## src/hw/bcm_consts.svh

```systemverilog
`ifndef BCM_CONSTS_SVH
`define BCM_CONSTS_SVH

// Register indices as printed; the byte address is four times the index.
`define BCM_IDX_ADDR_HI 8'h00
`define BCM_IDX_ADDR_LO 8'h02
`define BCM_IDX_MASK_HI 8'h04
`define BCM_IDX_MASK_LO 8'h06
`define BCM_IDX_QUAL 8'h08
`define BCM_IDX_CTRL 8'h0a
`define BCM_IDX_STATUS 8'h0c

// Field positions in the cycle-qualifier register.
`define BCM_QUAL_INIT_HI 7
`define BCM_QUAL_INIT_LO 6
`define BCM_QUAL_FD_HI 5
`define BCM_QUAL_FD_LO 4
`define BCM_QUAL_DIR_HI 3
`define BCM_QUAL_DIR_LO 2
`define BCM_QUAL_SIZE_HI 1
`define BCM_QUAL_SIZE_LO 0
`define BCM_QUAL_BITS 8

// Field positions in the control register.
`define BCM_CTRL_PW_HI 2
`define BCM_CTRL_PW_LO 1
`define BCM_CTRL_IRQ_DIS 0
`define BCM_CTRL_BITS 3

// Reset values.
`define BCM_RESET_HALF 16'h0000
`define BCM_RESET_QUAL 8'h00
`define BCM_RESET_CTRL 3'h0

// Trigger pulse widths in core clock cycles.
`define BCM_PW_DIV1 5'h01
`define BCM_PW_DIV4 5'h04
`define BCM_PW_DIV8 5'h08
`define BCM_PW_DIV16 5'h10

// Operand size codes on the monitored bus.
`define BCM_SIZE_BYTE 2'h1
`define BCM_SIZE_WORD 2'h2
`define BCM_SIZE_LONG 2'h3

// Offset of the second instruction in a dual fetch.
`define BCM_DUAL_STEP 32'h0000_0002

`endif

```

## src/hw/bcm_pkg.sv

```systemverilog
`include "bcm_consts.svh"

package bcm_pkg;

    // Whole state of the break matcher.
    typedef struct packed {
        logic [15:0] addr_hi;
        logic [15:0] addr_lo;
        logic [15:0] mask_hi;
        logic [15:0] mask_lo;
        logic [`BCM_QUAL_BITS-1:0] qual;
        logic [`BCM_CTRL_BITS-1:0] ctrl;
        logic ack;
        logic [31:0] rdata;
        logic [4:0] trig_cnt;
        logic trig_n;
        logic irq;
        logic hit_fetch;
        logic hit_second;
        logic [31:0] hit_addr;
    } bcm_state_t;

endpackage : bcm_pkg

```

## src/hw/bcm_break_matcher.sv

```systemverilog
// Notes on behaviour
// - Initiator field: 00 none, 01 processor, 10 DMA, 11 either.
// - Fetch/data field: 00 none, 01 fetch, 10 data, 11 both.
// - Direction field: 00 none, 01 read, 10 write, 11 both.
// - Size field: 00 any size, 01 byte, 10 word, 11 longword only.
// - Any of initiator, fetch/data or direction at 00 blocks every break.
// - Every fetch counts as word size; software keeps low size bit zero.
// - Compared size is operand size, never the addressed region's bus width.
// - Unused upper register bits read zero; software writes zeros.
// - Registers clear on reset and module standby, keep through software standby.
// - Trigger width: 00 one clock, 01 four, 10 eight, 11 sixteen clocks.
// - Interrupt request only while the interrupt-disable bit is zero.
// - A match raises the interrupt request and starts the trigger pulse together; an overrun fetch match only starts the trigger.
// - Both instructions of a dual fetch are matched on their own addresses.
// - Fetch break is taken before execution; saved counter is matched address.
// - Delay-slot or blocked fetch breaks are deferred by the processor.
// - Data break point is imprecise; counter is next instruction's address.
// - Break address is two halves: upper bits 31-16, lower bits 15-0.
// - A mask bit at one excludes that address bit from the compare.
// - Trigger stays low through recurring matches, full width after the last.
`timescale 1ns/100ps
`default_nettype none
`include "bcm_consts.svh"

module bcm_break_matcher (
    // Clock and reset.
    input wire logic core_clk,
    input wire logic reset_n,
    // Module standby, clears the configuration.
    input wire logic module_standby,
    // Avalon-MM register slave, byte addressed.
    input wire logic [7:0] avs_address,
    input wire logic avs_read,
    input wire logic avs_write,
    input wire logic [31:0] avs_writedata,
    input wire logic [3:0] avs_byteenable,
    output logic [31:0] avs_readdata,
    output logic avs_waitrequest,
    // Monitored processor and DMA bus cycle.
    input wire logic mon_valid,
    input wire logic [31:0] mon_addr,
    input wire logic mon_is_dma,
    input wire logic mon_is_fetch,
    input wire logic mon_dual_fetch,
    input wire logic mon_overrun,
    input wire logic mon_is_write,
    input wire logic [1:0] mon_size,
    // Break request to the interrupt controller.
    output logic break_irq_req,
    input wire logic break_irq_ack,
    output logic [31:0] break_pc_addr,
    output logic break_was_fetch,
    output logic break_was_second,
    // Trigger pin, active low.
    output logic match_trigger_out_n
);

    bcm_pkg::bcm_state_t st_reg;
    bcm_pkg::bcm_state_t st_next;

    logic [31:0] brk_addr;
    logic [31:0] brk_mask;
    logic init_ok;
    logic fd_ok;
    logic dir_ok;
    logic size_ok;
    logic [1:0] eff_size;
    logic qual_ok;
    logic hit_first;
    logic hit_second;
    logic match;
    logic irq_match;
    logic [4:0] pw_cycles;
    logic [7:0] reg_idx;
    logic bus_req;
    logic [15:0] wr_half;

    assign brk_addr = {st_reg.addr_hi, st_reg.addr_lo};
    assign brk_mask = {st_reg.mask_hi, st_reg.mask_lo};

    // Qualifier decode; each two-bit field at 00 qualifies nothing.
    always_comb begin
        case (st_reg.qual[`BCM_QUAL_INIT_HI:`BCM_QUAL_INIT_LO])
            2'h1: init_ok = !mon_is_dma;
            2'h2: init_ok = mon_is_dma;
            2'h3: init_ok = 1'b1;
            default: init_ok = 1'b0;
        endcase
        case (st_reg.qual[`BCM_QUAL_FD_HI:`BCM_QUAL_FD_LO])
            2'h1: fd_ok = mon_is_fetch;
            2'h2: fd_ok = !mon_is_fetch;
            2'h3: fd_ok = 1'b1;
            default: fd_ok = 1'b0;
        endcase
        case (st_reg.qual[`BCM_QUAL_DIR_HI:`BCM_QUAL_DIR_LO])
            2'h1: dir_ok = !mon_is_write;
            2'h2: dir_ok = mon_is_write;
            2'h3: dir_ok = 1'b1;
            default: dir_ok = 1'b0;
        endcase
    end

    // Operand size, not bus width; a fetch always counts as a word.
    assign eff_size = mon_is_fetch ? `BCM_SIZE_WORD : mon_size;
    assign size_ok = (st_reg.qual[`BCM_QUAL_SIZE_HI:`BCM_QUAL_SIZE_LO] == 2'h0) ||
                     (st_reg.qual[`BCM_QUAL_SIZE_HI:`BCM_QUAL_SIZE_LO] == eff_size);
    assign qual_ok = init_ok && fd_ok && dir_ok && size_ok;

    // Masked compare; the second half of a dual fetch has its own start address.
    assign hit_first = ((mon_addr ^ brk_addr) & ~brk_mask) == 32'h0000_0000;
    assign hit_second = mon_is_fetch && mon_dual_fetch &&
                        (((mon_addr + `BCM_DUAL_STEP) ^ brk_addr) & ~brk_mask) == 32'h0000_0000;
    assign match = mon_valid && qual_ok && (hit_first || hit_second);

    // Overrun fetches drive the trigger but never ask for an interrupt.
    assign irq_match = match && !(mon_is_fetch && mon_overrun) && !st_reg.ctrl[`BCM_CTRL_IRQ_DIS];

    // Pulse width select.
    always_comb begin
        case (st_reg.ctrl[`BCM_CTRL_PW_HI:`BCM_CTRL_PW_LO])
            2'h1: pw_cycles = `BCM_PW_DIV4;
            2'h2: pw_cycles = `BCM_PW_DIV8;
            2'h3: pw_cycles = `BCM_PW_DIV16;
            default: pw_cycles = `BCM_PW_DIV1;
        endcase
    end

    assign reg_idx = {2'h0, avs_address[7:2]};
    assign bus_req = avs_read || avs_write;
    assign wr_half = {avs_byteenable[1] ? avs_writedata[15:8] : 8'h00,
                      avs_byteenable[0] ? avs_writedata[7:0] : 8'h00};

    // Next state: register access, trigger counter, interrupt request.
    always_comb begin
        st_next = st_reg;
        // One wait state, then the answer; read data is registered at that edge.
        st_next.ack = bus_req && !st_reg.ack;
        if (bus_req && !st_reg.ack) begin
            st_next.rdata = 32'h0000_0000;
            if (avs_read) begin
                case (reg_idx)
                    `BCM_IDX_ADDR_HI: st_next.rdata = {16'h0000, st_reg.addr_hi};
                    `BCM_IDX_ADDR_LO: st_next.rdata = {16'h0000, st_reg.addr_lo};
                    `BCM_IDX_MASK_HI: st_next.rdata = {16'h0000, st_reg.mask_hi};
                    `BCM_IDX_MASK_LO: st_next.rdata = {16'h0000, st_reg.mask_lo};
                    `BCM_IDX_QUAL: st_next.rdata = {24'h00_0000, st_reg.qual};
                    `BCM_IDX_CTRL: st_next.rdata = {29'h0000_0000, st_reg.ctrl};
                    `BCM_IDX_STATUS: st_next.rdata = {28'h000_0000, st_reg.hit_second,
                                                      st_reg.hit_fetch, !st_reg.trig_n, st_reg.irq};
                    default: st_next.rdata = 32'h0000_0000;
                endcase
            end
        end
        // Writes take effect on the edge that samples waitrequest low, one clock after the wait state ends.
        if (avs_write && st_reg.ack) begin
            case (reg_idx)
                `BCM_IDX_ADDR_HI: st_next.addr_hi = wr_half;
                `BCM_IDX_ADDR_LO: st_next.addr_lo = wr_half;
                `BCM_IDX_MASK_HI: st_next.mask_hi = wr_half;
                `BCM_IDX_MASK_LO: st_next.mask_lo = wr_half;
                `BCM_IDX_QUAL: st_next.qual = wr_half[`BCM_QUAL_BITS-1:0];
                `BCM_IDX_CTRL: st_next.ctrl = wr_half[`BCM_CTRL_BITS-1:0];
                default: st_next.qual = st_reg.qual;
            endcase
        end
        // Trigger restarts a full width on each match.
        if (match) begin
            st_next.trig_cnt = pw_cycles;
        end else if (st_reg.trig_cnt != 5'h00) begin
            st_next.trig_cnt = st_reg.trig_cnt - 5'h01;
        end
        st_next.trig_n = !(match || st_reg.trig_cnt > 5'h01);
        // Request stays pending until acknowledged; a new match wins over the ack.
        if (irq_match) begin
            st_next.irq = 1'b1;
            st_next.hit_fetch = mon_is_fetch;
            st_next.hit_second = !hit_first;
            st_next.hit_addr = hit_first ? mon_addr : mon_addr + `BCM_DUAL_STEP;
        end else if (break_irq_ack) begin
            st_next.irq = 1'b0;
        end
        // Module standby clears configuration; software standby keeps it.
        if (module_standby) begin
            st_next.addr_hi = `BCM_RESET_HALF;
            st_next.addr_lo = `BCM_RESET_HALF;
            st_next.mask_hi = `BCM_RESET_HALF;
            st_next.mask_lo = `BCM_RESET_HALF;
            st_next.qual = `BCM_RESET_QUAL;
            st_next.ctrl = `BCM_RESET_CTRL;
        end
    end

    // All state in one register, cleared by the asynchronous reset except trig_n, which resets high.
    always_ff @(posedge core_clk or negedge reset_n) begin
        if (!reset_n) begin
            st_reg <= '0;
            st_reg.trig_n <= 1'b1;
        end else begin
            st_reg <= st_next;
        end
    end

    // Outputs; only waitrequest is combinational.
    assign avs_waitrequest = bus_req && !st_reg.ack;
    assign avs_readdata = st_reg.rdata;
    assign break_irq_req = st_reg.irq;
    assign break_pc_addr = st_reg.hit_addr;
    assign break_was_fetch = st_reg.hit_fetch;
    assign break_was_second = st_reg.hit_second;
    assign match_trigger_out_n = st_reg.trig_n;

    // Helper: cycles the trigger has stayed low since the most recent match.
    // Counting from the match rather than from the falling edge lets a stretched pulse pass the bound check.
    logic [4:0] low_run;
    always_ff @(posedge core_clk or negedge reset_n) begin
        if (!reset_n) begin
            low_run <= 5'h00;
        end else begin
            low_run <= (match || st_reg.trig_n) ? 5'h00 : low_run + 5'h01;
        end
    end
endmodule : bcm_break_matcher
`default_nettype wire

```

## config.mk

```make
export PLATFORM = sky130hd
export DESIGN_NAME = bcm_break_matcher
export DESIGN_NICKNAME = d
export VERILOG_FILES = /design/src/hw/bcm_pkg.sv /design/src/hw/bcm_break_matcher.sv
export VERILOG_INCLUDE_DIRS = /design/src /design/src/hw
export SDC_FILE = /design/constraint.sdc
export NUM_CORES = 1
export LEC_CHECK = 0
export ABC_AREA = 1
export BUFFER_PORTS_ARGS = -buffer_cell sky130_fd_sc_hd__buf_2
export CAP_MARGIN = 5
export CORE_MARGIN = 4
export CORE_UTILIZATION = 45
export DETAILED_ROUTE_END_ITERATION = 8
export GPL_TIMING_DRIVEN = 0
export HOLD_SLACK_MARGIN = 0.06
export PLACE_DENSITY = 0.69
export SLEW_MARGIN = 5
export SYNTH_ARGS = -nofsm -noshare
export SYNTH_HDL_FRONTEND = slang
export SYNTH_SLANG_ARGS = --single-unit
```

## constraint.sdc

```tcl
create_clock -name core_clk -period 2.4 [get_ports core_clk]
set_clock_uncertainty 0.05 [all_clocks]
set_input_delay 0.24 -clock core_clk [delete_from_list [all_inputs] [get_ports core_clk]]
set_output_delay 0.24 -clock core_clk [all_outputs]
set_load 0.02 [all_outputs]
```

After elaboration in Yosys (flattened, before gate mapping)
Cells that the tools add are included.
- register bits after elaboration: 149
- bits of input ports: 90
- word-level logic and storage cells: 108
- multiplexer cells: 22
- bitwise gates (word level): 5
- eq/ne operators: 19
- order comparisons: 1
- reduce and logical (&&, ||, !) cells: 45
- $add $sub $neg: 2
- operators with widths (operator ; number):
    2-to-1 mux 75 bit ; 2
    case mux 16 bit (7 select lines) ; 1
    2-to-1 mux 16 bit ; 5
    bitwise AND 32 bit ; 2
    logical NOT 32 bit ; 2
    bitwise XOR 32 bit ; 2
    adder 32 x 2 -> 32 bit, second input constant ; 1
    2-to-1 mux 32 bit ; 1
    inverter 32 bit ; 1
    2-to-1 mux 8 bit ; 3
    == test 6 x 4 -> 1 bit, second input constant ; 3
    nonzero test 2 bit ; 9
    == test 2 bit, second input constant ; 8
    case mux 5 bit (3 select lines) ; 1
    == test 6 x 3 -> 1 bit, second input constant ; 2
    logical AND 1 bit ; 12
    AND reduction 2 bit ; 6
    2-to-1 mux 5 bit ; 2
    logical NOT 1 bit ; 9
    case mux 1 bit (3 select lines) ; 3
    == test 2 x 1 -> 1 bit, second input constant ; 4
    logical NOT 8 bit ; 1
    == test 6 x 2 -> 1 bit, second input constant ; 1
    greater-than comparator 5 x 1 -> 1 bit, second input constant ; 1
    8 further kinds ; 12

Longest topological paths before layout
Gate-level depths: netlist of run 1.
- depth in word-level cells: 10
- gate-level depth with buffers: 19

Worst setup path after synthesis of run 1
No wires, ideal clock.
- kind: input port to flip-flop
- start: input port mon_addr[1]
- end: register st_reg, in the netlist break_was_fetch
- path buffers: 2
- setup time: 130 ps
- data arrival time: 2137 ps
- setup slack: 83 ps
- cell stages on the path: 18
- path through: ha_1 nand2_2 nor2_8 nand2_4 nor2_4 nand2_1 nand2_1 nand2_1 nand3b_1 nand2_1 nor2_1 nand3_1 o21bai_4 nand3_2 buf_6 buf_6 nand2_1 o21ai_1
- cells in the longest elaborated chain, start to end: 9
- elaborated cells between the ends (all ways): 12
- those cells by class: add/sub: 1; bitwise: 4; reduce/logical: 7
- RTL lines (element ; RTL line ; source):
    start, declared ; bcm_break_matcher.sv:41 ; input wire logic [31:0] mon_addr,
    adder 32 x 2 -> 32 bit (no line) ; -- ;
    bitwise XOR 32 bit ; bcm_break_matcher.sv:112 ; (((mon_addr + `BCM_DUAL_STEP) ^ brk_addr) & ~brk_mask) == 32'h0000_0000;
    bitwise AND 32 bit ; bcm_break_matcher.sv:112 ;
    logical NOT 32 bit ; bcm_break_matcher.sv:112 ;
    logical AND 1 bit ; bcm_break_matcher.sv:111 ; assign hit_second = mon_is_fetch && mon_dual_fetch &&
    logical OR 1 bit * ; bcm_break_matcher.sv:113 ; assign match = mon_valid && qual_ok && (hit_first || hit_second);
    logical AND 1 bit * ; bcm_break_matcher.sv:113 ;
    logical AND 1 bit * (2 in series) ; bcm_break_matcher.sv:116 ; assign irq_match = match && !(mon_is_fetch && mon_overrun) && !st_reg.ctrl[`BCM_CTRL_IRQ_DIS];
    end signal, assigned ; bcm_break_matcher.sv:199 ; st_reg <= st_next;
    end, declared ; bcm_break_matcher.sv:58 ; bcm_pkg::bcm_state_t st_reg;
Mark *: on every way between the ends. The rest lies on a longest branch, timed or not.
A chain may end at the register's enable or synchronous reset.

Worst setup path in the final report of run 1
- start: register st_reg, in the netlist brk_addr[29]
- end: register st_reg, in the netlist break_pc_addr[27]
- cells in the longest elaborated chain, start to end: 8
- elaborated cells between the ends (all ways): 12
- those cells by class: mux: 1; bitwise: 4; reduce/logical: 7
- RTL lines (element ; RTL line):
    bitwise XOR 32 bit ; bcm_break_matcher.sv:112
    bitwise AND 32 bit ; bcm_break_matcher.sv:112
    logical NOT 32 bit ; bcm_break_matcher.sv:112
    logical AND 1 bit ; bcm_break_matcher.sv:111
    logical OR 1 bit ; bcm_break_matcher.sv:113
    logical AND 1 bit ; bcm_break_matcher.sv:113
    logical AND 1 bit (2 in series) ; bcm_break_matcher.sv:116
Parallel ways exist; a longest one is shown, timed or not.

==> impl_metrics.prom, run 1 <==
# TYPE chip_impl_metric gauge
chip_impl_metric{name="slew_headroom",unit=""} 0.4786
chip_impl_metric{name="required",unit="ns"} 2.65
chip_impl_metric{name="min_period_over_period",unit=""} 1.048
chip_impl_metric{name="finish.net_count",unit=""} 1548
chip_impl_metric{name="cts_buffer_count",unit=""} 17
chip_impl_metric{name="tritoncts_num_sinks",unit=""} 133
chip_impl_info{name="cp_class",value="reg -> reg"} 1
chip_impl_info{name="crit_path_end_kind",value="register"} 1
chip_impl_metric{name="synth_to_final_area_change",unit="%"} 24.86
chip_impl_metric{name="worstPathMaxFanout",unit=""} 10
chip_impl_metric{name="die_height",unit="µm"} 147.3
chip_impl_metric{name="drcViolationCount",unit=""} 0
chip_impl_metric{name="global_route_wire_length_before_repair",unit="mm"} 48.47
chip_impl_metric{name="worst_setup_hold_path_clk_slew",unit="ns"} 0.06
chip_impl_metric{name="routabilityCongestion",unit=""} 0.9927
chip_impl_info{name="hp-class",value="in -> reg"} 1
chip_impl_metric{name="ys_seq_elements",unit=""} 133
chip_impl_metric{name="syn-instance-count",unit=""} 1270
chip_impl_metric{name="first_iter_violations",unit=""} 855
chip_impl_metric{name="ys_async_sr_fraction",unit=""} 1.000
chip_impl_metric{name="static_power_due_to_leakage",unit="nW"} 5.472
chip_impl_metric{name="worst_ir_drop_vdd",unit="V"} 0.0004433
chip_impl_info{name="cts_tree",value="done"} 1
chip_impl_metric{name="rows",unit=""} 50
chip_impl_metric{name="grt_max_degree",unit=""} 80
chip_impl_info{name="violations_in_the_final_reports",value="setup timing"} 1
chip_impl_metric{name="max_cap_violations",unit=""} 0
chip_impl_metric{name="arrival",unit="ns"} 2.77
chip_impl_metric{name="hold_viol_final",unit=""} 0
chip_impl_metric{name="place_hpwl",unit="mm"} 24.85
chip_impl_metric{name="cts_buffer_depth",unit=""} 2
chip_impl_metric{name="syn_area_per_cell",unit="µm²"} 6.873
chip_impl_info{name="outcome",value="finished, violations left"} 1
chip_impl_metric{name="route.detailed.vias_per_inst",unit=""} 5.321
chip_impl_metric{name="mappedNetlistArea",unit="µm²"} 8728
chip_impl_info{name="synth_area_leaders",value="sky130_fd_sc_hd__dfrtp_1 (38%), sky130_fd_sc_hd__nand2_1 (15%), sky130_fd_sc_hd__o21ai_0 (9.7%), sky130_fd_sc_hd__inv_1 (7.4%), sky130_fd_sc_hd__buf_4 (5.5%)"} 1
chip_impl_metric{name="area_of_the_die",unit="µm²"} 21690
chip_impl_metric{name="cellPowerDensity",unit="nW/µm²"} 576.6
chip_impl_info{name="launching_element_type_of_the_critical_path",value="register"} 1
chip_impl_metric{name="first_global_vias",unit=""} 8711
chip_impl_metric{name="overflow",unit=""} 0
chip_impl_metric{name="number_of_nets_still_failing_antenna_checks_after_routing",unit=""} 0
chip_impl_info{name="clockRootBuffer",value="sky130_fd_sc_hd__clkbuf_16"} 1
chip_impl_metric{name="netlist-cell-type-count",unit=""} 41
chip_impl_metric{name="clk-insertion-delay-late",unit="ns"} 0.43
chip_impl_metric{name="yosysWarningCount",unit=""} 0
chip_impl_metric{name="antenna_violations_before_repair",unit=""} 0
chip_impl_metric{name="clock.fmax",unit="MHz"} 397.8
chip_impl_metric{name="wire_per_inst",unit="µm"} 18.40
chip_impl_metric{name="setup_violations",unit=""} 37
chip_impl_metric{name="via_count",unit=""} 9189
chip_impl_metric{name="final-max-slew-violation-count",unit=""} 0
chip_impl_metric{name="setup_slack",unit="ns"} -0.1141
chip_impl_metric{name="initial_utilization",unit=""} 0.4620
chip_impl_metric{name="gr-usage-all-layers",unit=""} 0.2894
chip_impl_info{name="synth.largest_area_cell",value="sky130_fd_sc_hd__dfrtp_1"} 1
chip_impl_metric{name="cts.htree.levels",unit=""} 4
chip_impl_metric{name="num_antenna_cells",unit=""} 0
chip_impl_metric{name="max_slew.worst_pin.slew",unit="ns"} 0.7757
chip_impl_metric{name="n_fill_cell",unit=""} 1857
chip_impl_metric{name="io_pins",unit=""} 159
chip_impl_metric{name="drt-pass1-iter-count",unit=""} 6
chip_impl_metric{name="period_minus_slack",unit="ns"} 2.514
chip_impl_info{name="synth-main-ff-cell",value="sky130_fd_sc_hd__dfrtp_1"} 1
chip_impl_metric{name="route.final.wire_length",unit="mm"} 31.78
chip_impl_info{name="rsz0062_at_grt",value="yes"} 1
chip_impl_metric{name="die_x",unit="µm"} 147.3
chip_impl_metric{name="total_core_area",unit="µm²"} 18890
chip_impl_metric{name="post_route_cells_drive_above_1_share",unit=""} 0.2318
chip_impl_metric{name="dp_worst_setup_slack",unit="ns"} -0.8811
chip_impl_metric{name="power.total",unit="W"} 0.006284
chip_impl_metric{name="netlist.area_leader.share",unit=""} 0.3784
chip_impl_metric{name="synth_edf_count",unit=""} 0
chip_impl_metric{name="port_buffer_cells",unit=""} 121
chip_impl_metric{name="portion_of_the_post_synthesis_area_used_by_sequential_elements",unit=""} 0.3815
==> through the flow <==
| stage | util | TNS (ns) | hold slack [ns] | cell area [µm²] | std cells |
|---|---|---|---|---|---|
| floorplan | - | 0 | -0.1056 | 8785 | 1285 |
| finish | 0.5768 | -2.249 | 0.09769 | 10900 | 1727 |
| global placement | 0.5142 | -133.69 | 0.3684 | 9716 | 1666 |
| CTS | 0.5613 | -0.01111 | 0.09857 | 10600 | 1716 |
| global route | 0.5768 | -5.437 | 0.1255 | 10900 | 1727 |
| detailed placement | 0.5160 | -37.56 | 0.1747 | 9749 | 1667 |
==> cells in the final DEF, fill, tap and decap left out, types with 3 or more instances in the layout <==
master                          count
sky130_fd_sc_hd__clkbuf_16         18
sky130_fd_sc_hd__nand3_4            3
sky130_fd_sc_hd__o22ai_1           21
sky130_fd_sc_hd__nand3_1           84
sky130_fd_sc_hd__o21ai_0          152
sky130_fd_sc_hd__buf_2            122
sky130_fd_sc_hd__bufinv_16          3
sky130_fd_sc_hd__nand2_2           14
sky130_fd_sc_hd__xnor2_1            3
sky130_fd_sc_hd__clkinvlp_4         4
sky130_fd_sc_hd__inv_1            166
sky130_fd_sc_hd__inv_2              3
sky130_fd_sc_hd__nor3_1             5
sky130_fd_sc_hd__ha_1               3
sky130_fd_sc_hd__nor2_4            11
sky130_fd_sc_hd__a21oi_1           34
sky130_fd_sc_hd__a221oi_1           8
sky130_fd_sc_hd__buf_4             89
sky130_fd_sc_hd__clkbuf_2           6
sky130_fd_sc_hd__o21ai_2           15
sky130_fd_sc_hd__clkbuf_1          19
sky130_fd_sc_hd__clkinv_4           3
sky130_fd_sc_hd__nand3b_1           6
sky130_fd_sc_hd__nor2_2            15
sky130_fd_sc_hd__nand2_1          340
sky130_fd_sc_hd__dlygate4sd3_1      4
sky130_fd_sc_hd__o21ai_1           43
sky130_fd_sc_hd__nand4_1           11
sky130_fd_sc_hd__dfrtp_2            4
sky130_fd_sc_hd__nand3_2            3
sky130_fd_sc_hd__nand2_4            4
sky130_fd_sc_hd__and2_1             3
sky130_fd_sc_hd__o211ai_1           5
sky130_fd_sc_hd__a211oi_1           4
sky130_fd_sc_hd__dfrtp_1          128
sky130_fd_sc_hd__nor2_1            56
sky130_fd_sc_hd__inv_6              4
sky130_fd_sc_hd__conb_1            16
sky130_fd_sc_hd__xor2_1             7
==> area by class of cell <==
type	instances	area (µm²)	share of cell area
multi-input cells	882	4431	0.4065
flip-flops and latches	133	3334	0.3060
inverters	173	658.1	0.06039
clock buffers	18	429.2	0.03938
clock inverters	14	175.2	0.01607
repair buffers	150	882.1	0.08094
plain buffers	97	663.1	0.06085
well taps	260	325.3	0.02985
==> final timing paths <==
check                      slack, ns                  end  cells past startpoint         startpoint
max reg2reg                    -0.11    break_pc_addr[27]                     13       brk_addr[29]
min                              0.1         brk_addr[28]                      3  avs_writedata[12]
min in group asynchronous       0.28         brk_mask[28]                      2            reset_n
max                            -0.11    break_pc_addr[27]                     13       brk_addr[29]
min reg2reg                     0.44           st_reg[81]                      2         st_reg[81]
max in group asynchronous       1.22  match_trigger_out_n                      3            reset_n
==> Yosys cell counts (6+ instances only) <==
cell,count
sky130_fd_sc_hd__a221oi_1,8
sky130_fd_sc_hd__nand4_1,11
sky130_fd_sc_hd__xor2_1,7
sky130_fd_sc_hd__o21ai_1,36
sky130_fd_sc_hd__nand3_1,88
sky130_fd_sc_hd__o21ai_0,170
sky130_fd_sc_hd__nand3b_1,6
sky130_fd_sc_hd__inv_1,171
sky130_fd_sc_hd__buf_4,64
sky130_fd_sc_hd__nor3_1,6
sky130_fd_sc_hd__nor2_1,72
sky130_fd_sc_hd__nand2_1,353
sky130_fd_sc_hd__o22ai_1,21
sky130_fd_sc_hd__clkbuf_1,30
sky130_fd_sc_hd__dfrtp_1,132
sky130_fd_sc_hd__a21oi_1,34
==> power breakdown <==
group | internal, W | leakage, nW | switching (W)
registers | 0.00237 | 1.79 | 0.000137
clock network | 0.00164 | 0.288 | 0.00105
logic | 0.000372 | 3.39 | 0.000706
==> logic make-up (layout without fill, tap and decap cells) <==
family / count (synthesis) / after routing / synth area share
buffers and inverters: 270 / 452 / 0.1462
AOI/OAI and AO/OA: 288 / 288 / 0.1792
and+or+nand+nor: 562 / 562 / 0.2749
other: 1 / 16 / 0.0004296
DFF: 133 / 133 / 0.3815
xor gates and xnor gates: 12 / 12 / 0.01204
adders and majority gates: 4 / 4 / 0.005734
==> critical path: stages, from the launching register on <==
cell and delay, ns:
sky130_fd_sc_hd__dfrtp_2 0.43, sky130_fd_sc_hd__o21ai_1 0.22, sky130_fd_sc_hd__nand2_2 0.09, sky130_fd_sc_hd__nor3_2 0.23, sky130_fd_sc_hd__nand4_1 0.21, sky130_fd_sc_hd__nor2_2 0.22, sky130_fd_sc_hd__nand3_4 0.13, sky130_fd_sc_hd__clkinv_4 0.09
sky130_fd_sc_hd__o21bai_4 0.14, sky130_fd_sc_hd__nand3_4 0.12, sky130_fd_sc_hd__buf_8 0.20, sky130_fd_sc_hd__buf_8 0.14, sky130_fd_sc_hd__nand2_1 0.06, sky130_fd_sc_hd__o21ai_1 0.06
==> repair_timing <==
action | 4_1_cts | 5_1_grt
pin swaps | 10 | 10
hold buffers | 4 | 0
endpoints found under the setup margin | 41 | 56
gates cloned | 0 | 1
hold endpoints to repair | 57 | 0
buffers inserted | 13 | 10
gates resized for setup | 46 | 81
==> metal layers <==
layer,vias to the layer above,track usage,share of wire
li1,4432,-,-
met1,4280,0.4063,0.44
met5,-,0,0
met3,57,0.05984,0.092
met4,0,0.09413,0.025
met2,420,0.4495,0.45
Power figures use the tool's default switching activity.
==> run 2, diff against run 1 <==
Settings changed: BUFFER_PORTS_ARGS -buffer_cell sky130_fd_sc_hd__buf_2 to not set, DONT_BUFFER_PORTS set to 1, PLACE_DENSITY 0.69 to not set.
==> run 2 against run 1 <==
The run ends with hold timing, setup timing left. Worst hold slack lost 0.64 ns. Via count shrank 5.7%. Total power shrank 1.8%. Final area shrank 4.1%. Setup slack gained 0.052 ns. Utilization shrank 2.4 points. Sequential power is essentially flat. Sequential share of layout area grew 1.3 points. Clock power grew 2%. Global-route usage shrank 0.20 points. Sequential cell count is the same. Fmax grew 2.1%. Critical path type unchanged. Critical endpoint unchanged. Largest cell class unchanged.
==> impl_metrics.prom, run 2 (synthesized netlist as in run 1, its figures left out) <==
# TYPE chip_impl_metric gauge
chip_impl_info{name="outcome",value="finished, violations left"} 1
chip_impl_info{name="violations_in_the_final_reports",value="hold timing, setup timing"} 1
chip_impl_metric{name="first_global_vias",unit=""} 8027
chip_impl_metric{name="min_period_over_period",unit=""} 1.026
chip_impl_metric{name="combinationalPowerShare",unit=""} 0.145
chip_impl_metric{name="routabilityCongestion",unit=""} 0.9770
chip_impl_metric{name="worst_setup_hold_path_clk_slew",unit="ns"} 0.06
chip_impl_metric{name="cts_hold_buffers",unit=""} 19
chip_impl_metric{name="n_fill_cell",unit=""} 1906
chip_impl_metric{name="slew_headroom",unit=""} 0.3935
chip_impl_metric{name="num_antenna_cells",unit=""} 0
chip_impl_metric{name="total_core_area",unit="µm²"} 18890
chip_impl_metric{name="cellPowerDensity",unit="nW/µm²"} 590.5
chip_impl_metric{name="cts_buffer_depth",unit=""} 2
chip_impl_metric{name="worstPathMaxFanout",unit=""} 8
chip_impl_metric{name="netSwitchingFraction",unit=""} 0.2899
chip_impl_metric{name="arrival",unit="ns"} 2.72
chip_impl_metric{name="final-max-slew-violation-count",unit=""} 0
chip_impl_info{name="clockRootBuffer",value="sky130_fd_sc_hd__clkbuf_16"} 1
chip_impl_metric{name="drt-pass1-iter-count",unit=""} 6
chip_impl_metric{name="io_pins",unit=""} 159
chip_impl_metric{name="global_route_wire_length_before_repair",unit="mm"} 47.62
chip_impl_metric{name="cts_buffer_count",unit=""} 17
chip_impl_metric{name="tritoncts_num_sinks",unit=""} 133
chip_impl_metric{name="max_cap_violations",unit=""} 0
chip_impl_metric{name="power.clock.fraction",unit=""} 0.446
chip_impl_info{name="hp-class",value="in -> async"} 1
chip_impl_info{name="rsz0062_at_grt",value="yes"} 1
chip_impl_metric{name="place_hpwl",unit="mm"} 24.42
chip_impl_info{name="launching_element_type_of_the_critical_path",value="register"} 1
chip_impl_metric{name="worst_ir_drop_vdd",unit="V"} 0.0004803
chip_impl_metric{name="slowest_delay",unit="ns"} 0.38
chip_impl_metric{name="setup_slack",unit="ns"} -0.06219
chip_impl_metric{name="die_x",unit="µm"} 147.3
chip_impl_info{name="crit_path_end_kind",value="register"} 1
chip_impl_metric{name="route.final.wire_length",unit="mm"} 31.34
chip_impl_metric{name="post_route_cells_drive_above_1_share",unit=""} 0.1610
chip_impl_metric{name="wire_per_inst",unit="µm"} 19.42
chip_impl_info{name="cts_tree",value="done"} 1
chip_impl_metric{name="grt_max_degree",unit=""} 134
chip_impl_metric{name="required",unit="ns"} 2.66
chip_impl_metric{name="drcViolationCount",unit=""} 0
chip_impl_metric{name="holdWs",unit="ns"} -0.5440
chip_impl_metric{name="cts.htree.levels",unit=""} 4
chip_impl_metric{name="initial_utilization",unit=""} 0.4620
chip_impl_metric{name="clk-insertion-delay-late",unit="ns"} 0.43
chip_impl_metric{name="pwr-share-seq",unit=""} 0.408
chip_impl_metric{name="max_slew.worst_pin.slew",unit="ns"} 0.9063
chip_impl_metric{name="area_of_the_die",unit="µm²"} 21690
chip_impl_info{name="critical_path.top_delay_family",value="simple AND/OR/NAND/NOR gates"} 1
chip_impl_info{name="layout.cells.most_common",value="sky130_fd_sc_hd__nand2_1"} 1
chip_impl_metric{name="port_buffer_cells",unit=""} 0
chip_impl_metric{name="period_minus_slack",unit="ns"} 2.462
chip_impl_metric{name="rows",unit=""} 50
chip_impl_metric{name="internal_power_component",unit="W"} 0.004381
chip_impl_metric{name="clock.fmax",unit="MHz"} 406.1
chip_impl_metric{name="number_of_nets_still_failing_antenna_checks_after_routing",unit=""} 0
chip_impl_info{name="layout_common_cells",value="sky130_fd_sc_hd__nand2_1 (323), sky130_fd_sc_hd__inv_1 (167), sky130_fd_sc_hd__o21ai_0 (159)"} 1
chip_impl_info{name="cp_class",value="reg -> reg"} 1
chip_impl_metric{name="finish.net_count",unit=""} 1435
chip_impl_metric{name="gr-usage-all-layers",unit=""} 0.2874
chip_impl_metric{name="static_power_due_to_leakage",unit="nW"} 4.994
chip_impl_metric{name="antenna_violations_before_repair",unit=""} 0
chip_impl_metric{name="first_iter_violations",unit=""} 712
chip_impl_metric{name="critical_path.n_buffers_inverters",unit=""} 2
chip_impl_metric{name="die_height",unit="µm"} 147.3
chip_impl_metric{name="route.detailed.vias_per_inst",unit=""} 5.371
chip_impl_metric{name="power.total",unit="W"} 0.006169
chip_impl_info{name="crit_slowest_cell",value="sky130_fd_sc_hd__dfrtp_1"} 1
chip_impl_metric{name="synth_to_final_area_change",unit="%"} 19.70
chip_impl_metric{name="power_switching",unit="W"} 0.001788
chip_impl_metric{name="via_count",unit=""} 8668
chip_impl_metric{name="hold_viol_final",unit=""} 133
chip_impl_metric{name="overflow",unit=""} 0
chip_impl_metric{name="setup_violations",unit=""} 28
chip_impl_info{name="worstPathCellList",value="or2_4 -> nand2_2 -> nand4_1 -> nor2_2 -> nand3_1 -> nor2_1 -> nand2_1 -> nor2_2 -> nand3_2 -> o21bai_4 -> nand3_4 -> buf_12 -> clkbuf_16 -> nand2_2 -> o21ai_2"} 1
==> run 2: cell type report <==
class / instances / area (µm²) / area share
multi-input cells: 882 / 4452 / 0.4261
flip-flops and latches: 133 / 3334 / 0.3192
plain buffers: 97 / 691.9 / 0.06623
inverters: 173 / 654.4 / 0.06263
clock buffers: 19 / 442.9 / 0.04240
repair buffers: 37 / 374.1 / 0.03581
well taps: 260 / 325.3 / 0.03114
clock inverters: 13 / 172.7 / 0.01653
==> run 2: final timing paths <==
| check | from | end | slack (ns) | depth (start not counted) |
|---|---|---|---|---|
| worst max register to register | brk_addr[0] | break_pc_addr[27] | -0.06 | 15 |
| min in group core_clk | avs_writedata[3] | st_reg[80] | 0.08 | 2 |
| worst min register to register | st_reg[80] | st_reg[80] | 0.43 | 2 |
| worst max-delay path | brk_addr[0] | break_pc_addr[27] | -0.06 | 15 |
| max in group asynchronous | reset_n | match_trigger_out_n | 2.51 | 0 |
| worst min-delay path | reset_n | brk_mask[13] | -0.54 | 0 |
==> run 2: power by group through the flow <==
stage / logic, W / clock network, W / registers [W]
2_1_floorplan: 0.000636 / 0 / 0.00250
4_1_cts: 0.000873 / 0.00277 / 0.00251
3_5_place_dp: 0.000820 / 0 / 0.00255
5_1_grt: 0.00102 / 0.00286 / 0.00253
3_3_place_gp: 0.000808 / 0 / 0.00255
6_report: 0.000897 / 0.00275 / 0.00252
==> run 2: metal layers <==
layer  share of wire  GRT usage  routed length, µm  vias to the layer above
met1            0.44     0.4009              13750                     4038
met2            0.44     0.4408              13900                      382
li1                -          -                  -                     4209
met3           0.096    0.07896               3009                       39
met4           0.022    0.08062                674                        0
met5               0          0                  0                        -
==> run 2: repair_timing <==
action / CTS / global route
gates resized for setup: 53 / 74
setup buffers: 15 / 0
pin swaps: 14 / 7
gates cloned: 2 / 1
endpoints found under the setup margin: 41 / 42
hold endpoints to repair: 189 / 133
==> run 2: worst register-to-register path: cells and delay by family (launching register included) <==
kind | cells | cell delay (ns)
and+or+nand+nor | 11 | 1.31
DFF | 1 | 0.38
buffers and inverters | 2 | 0.38
AOI/OAI and AO/OA | 2 | 0.24
==> run 2: metrics by stage <==
stage	instance area (µm²)	instances	setup TNS, ns	worst slack (ns)	utilization
finish	10450	1614	-1.043	-0.06219	0.5530
global route	10450	1614	-7.662	-0.2321	0.5530
CTS	10220	1613	-0.8380	-0.04542	0.5411
detailed placement	9110	1545	-32.58	-0.8644	0.4822
global placement	9110	1545	-33.34	-0.8763	0.4822
floorplan	8785	1285	0	0.08257	-
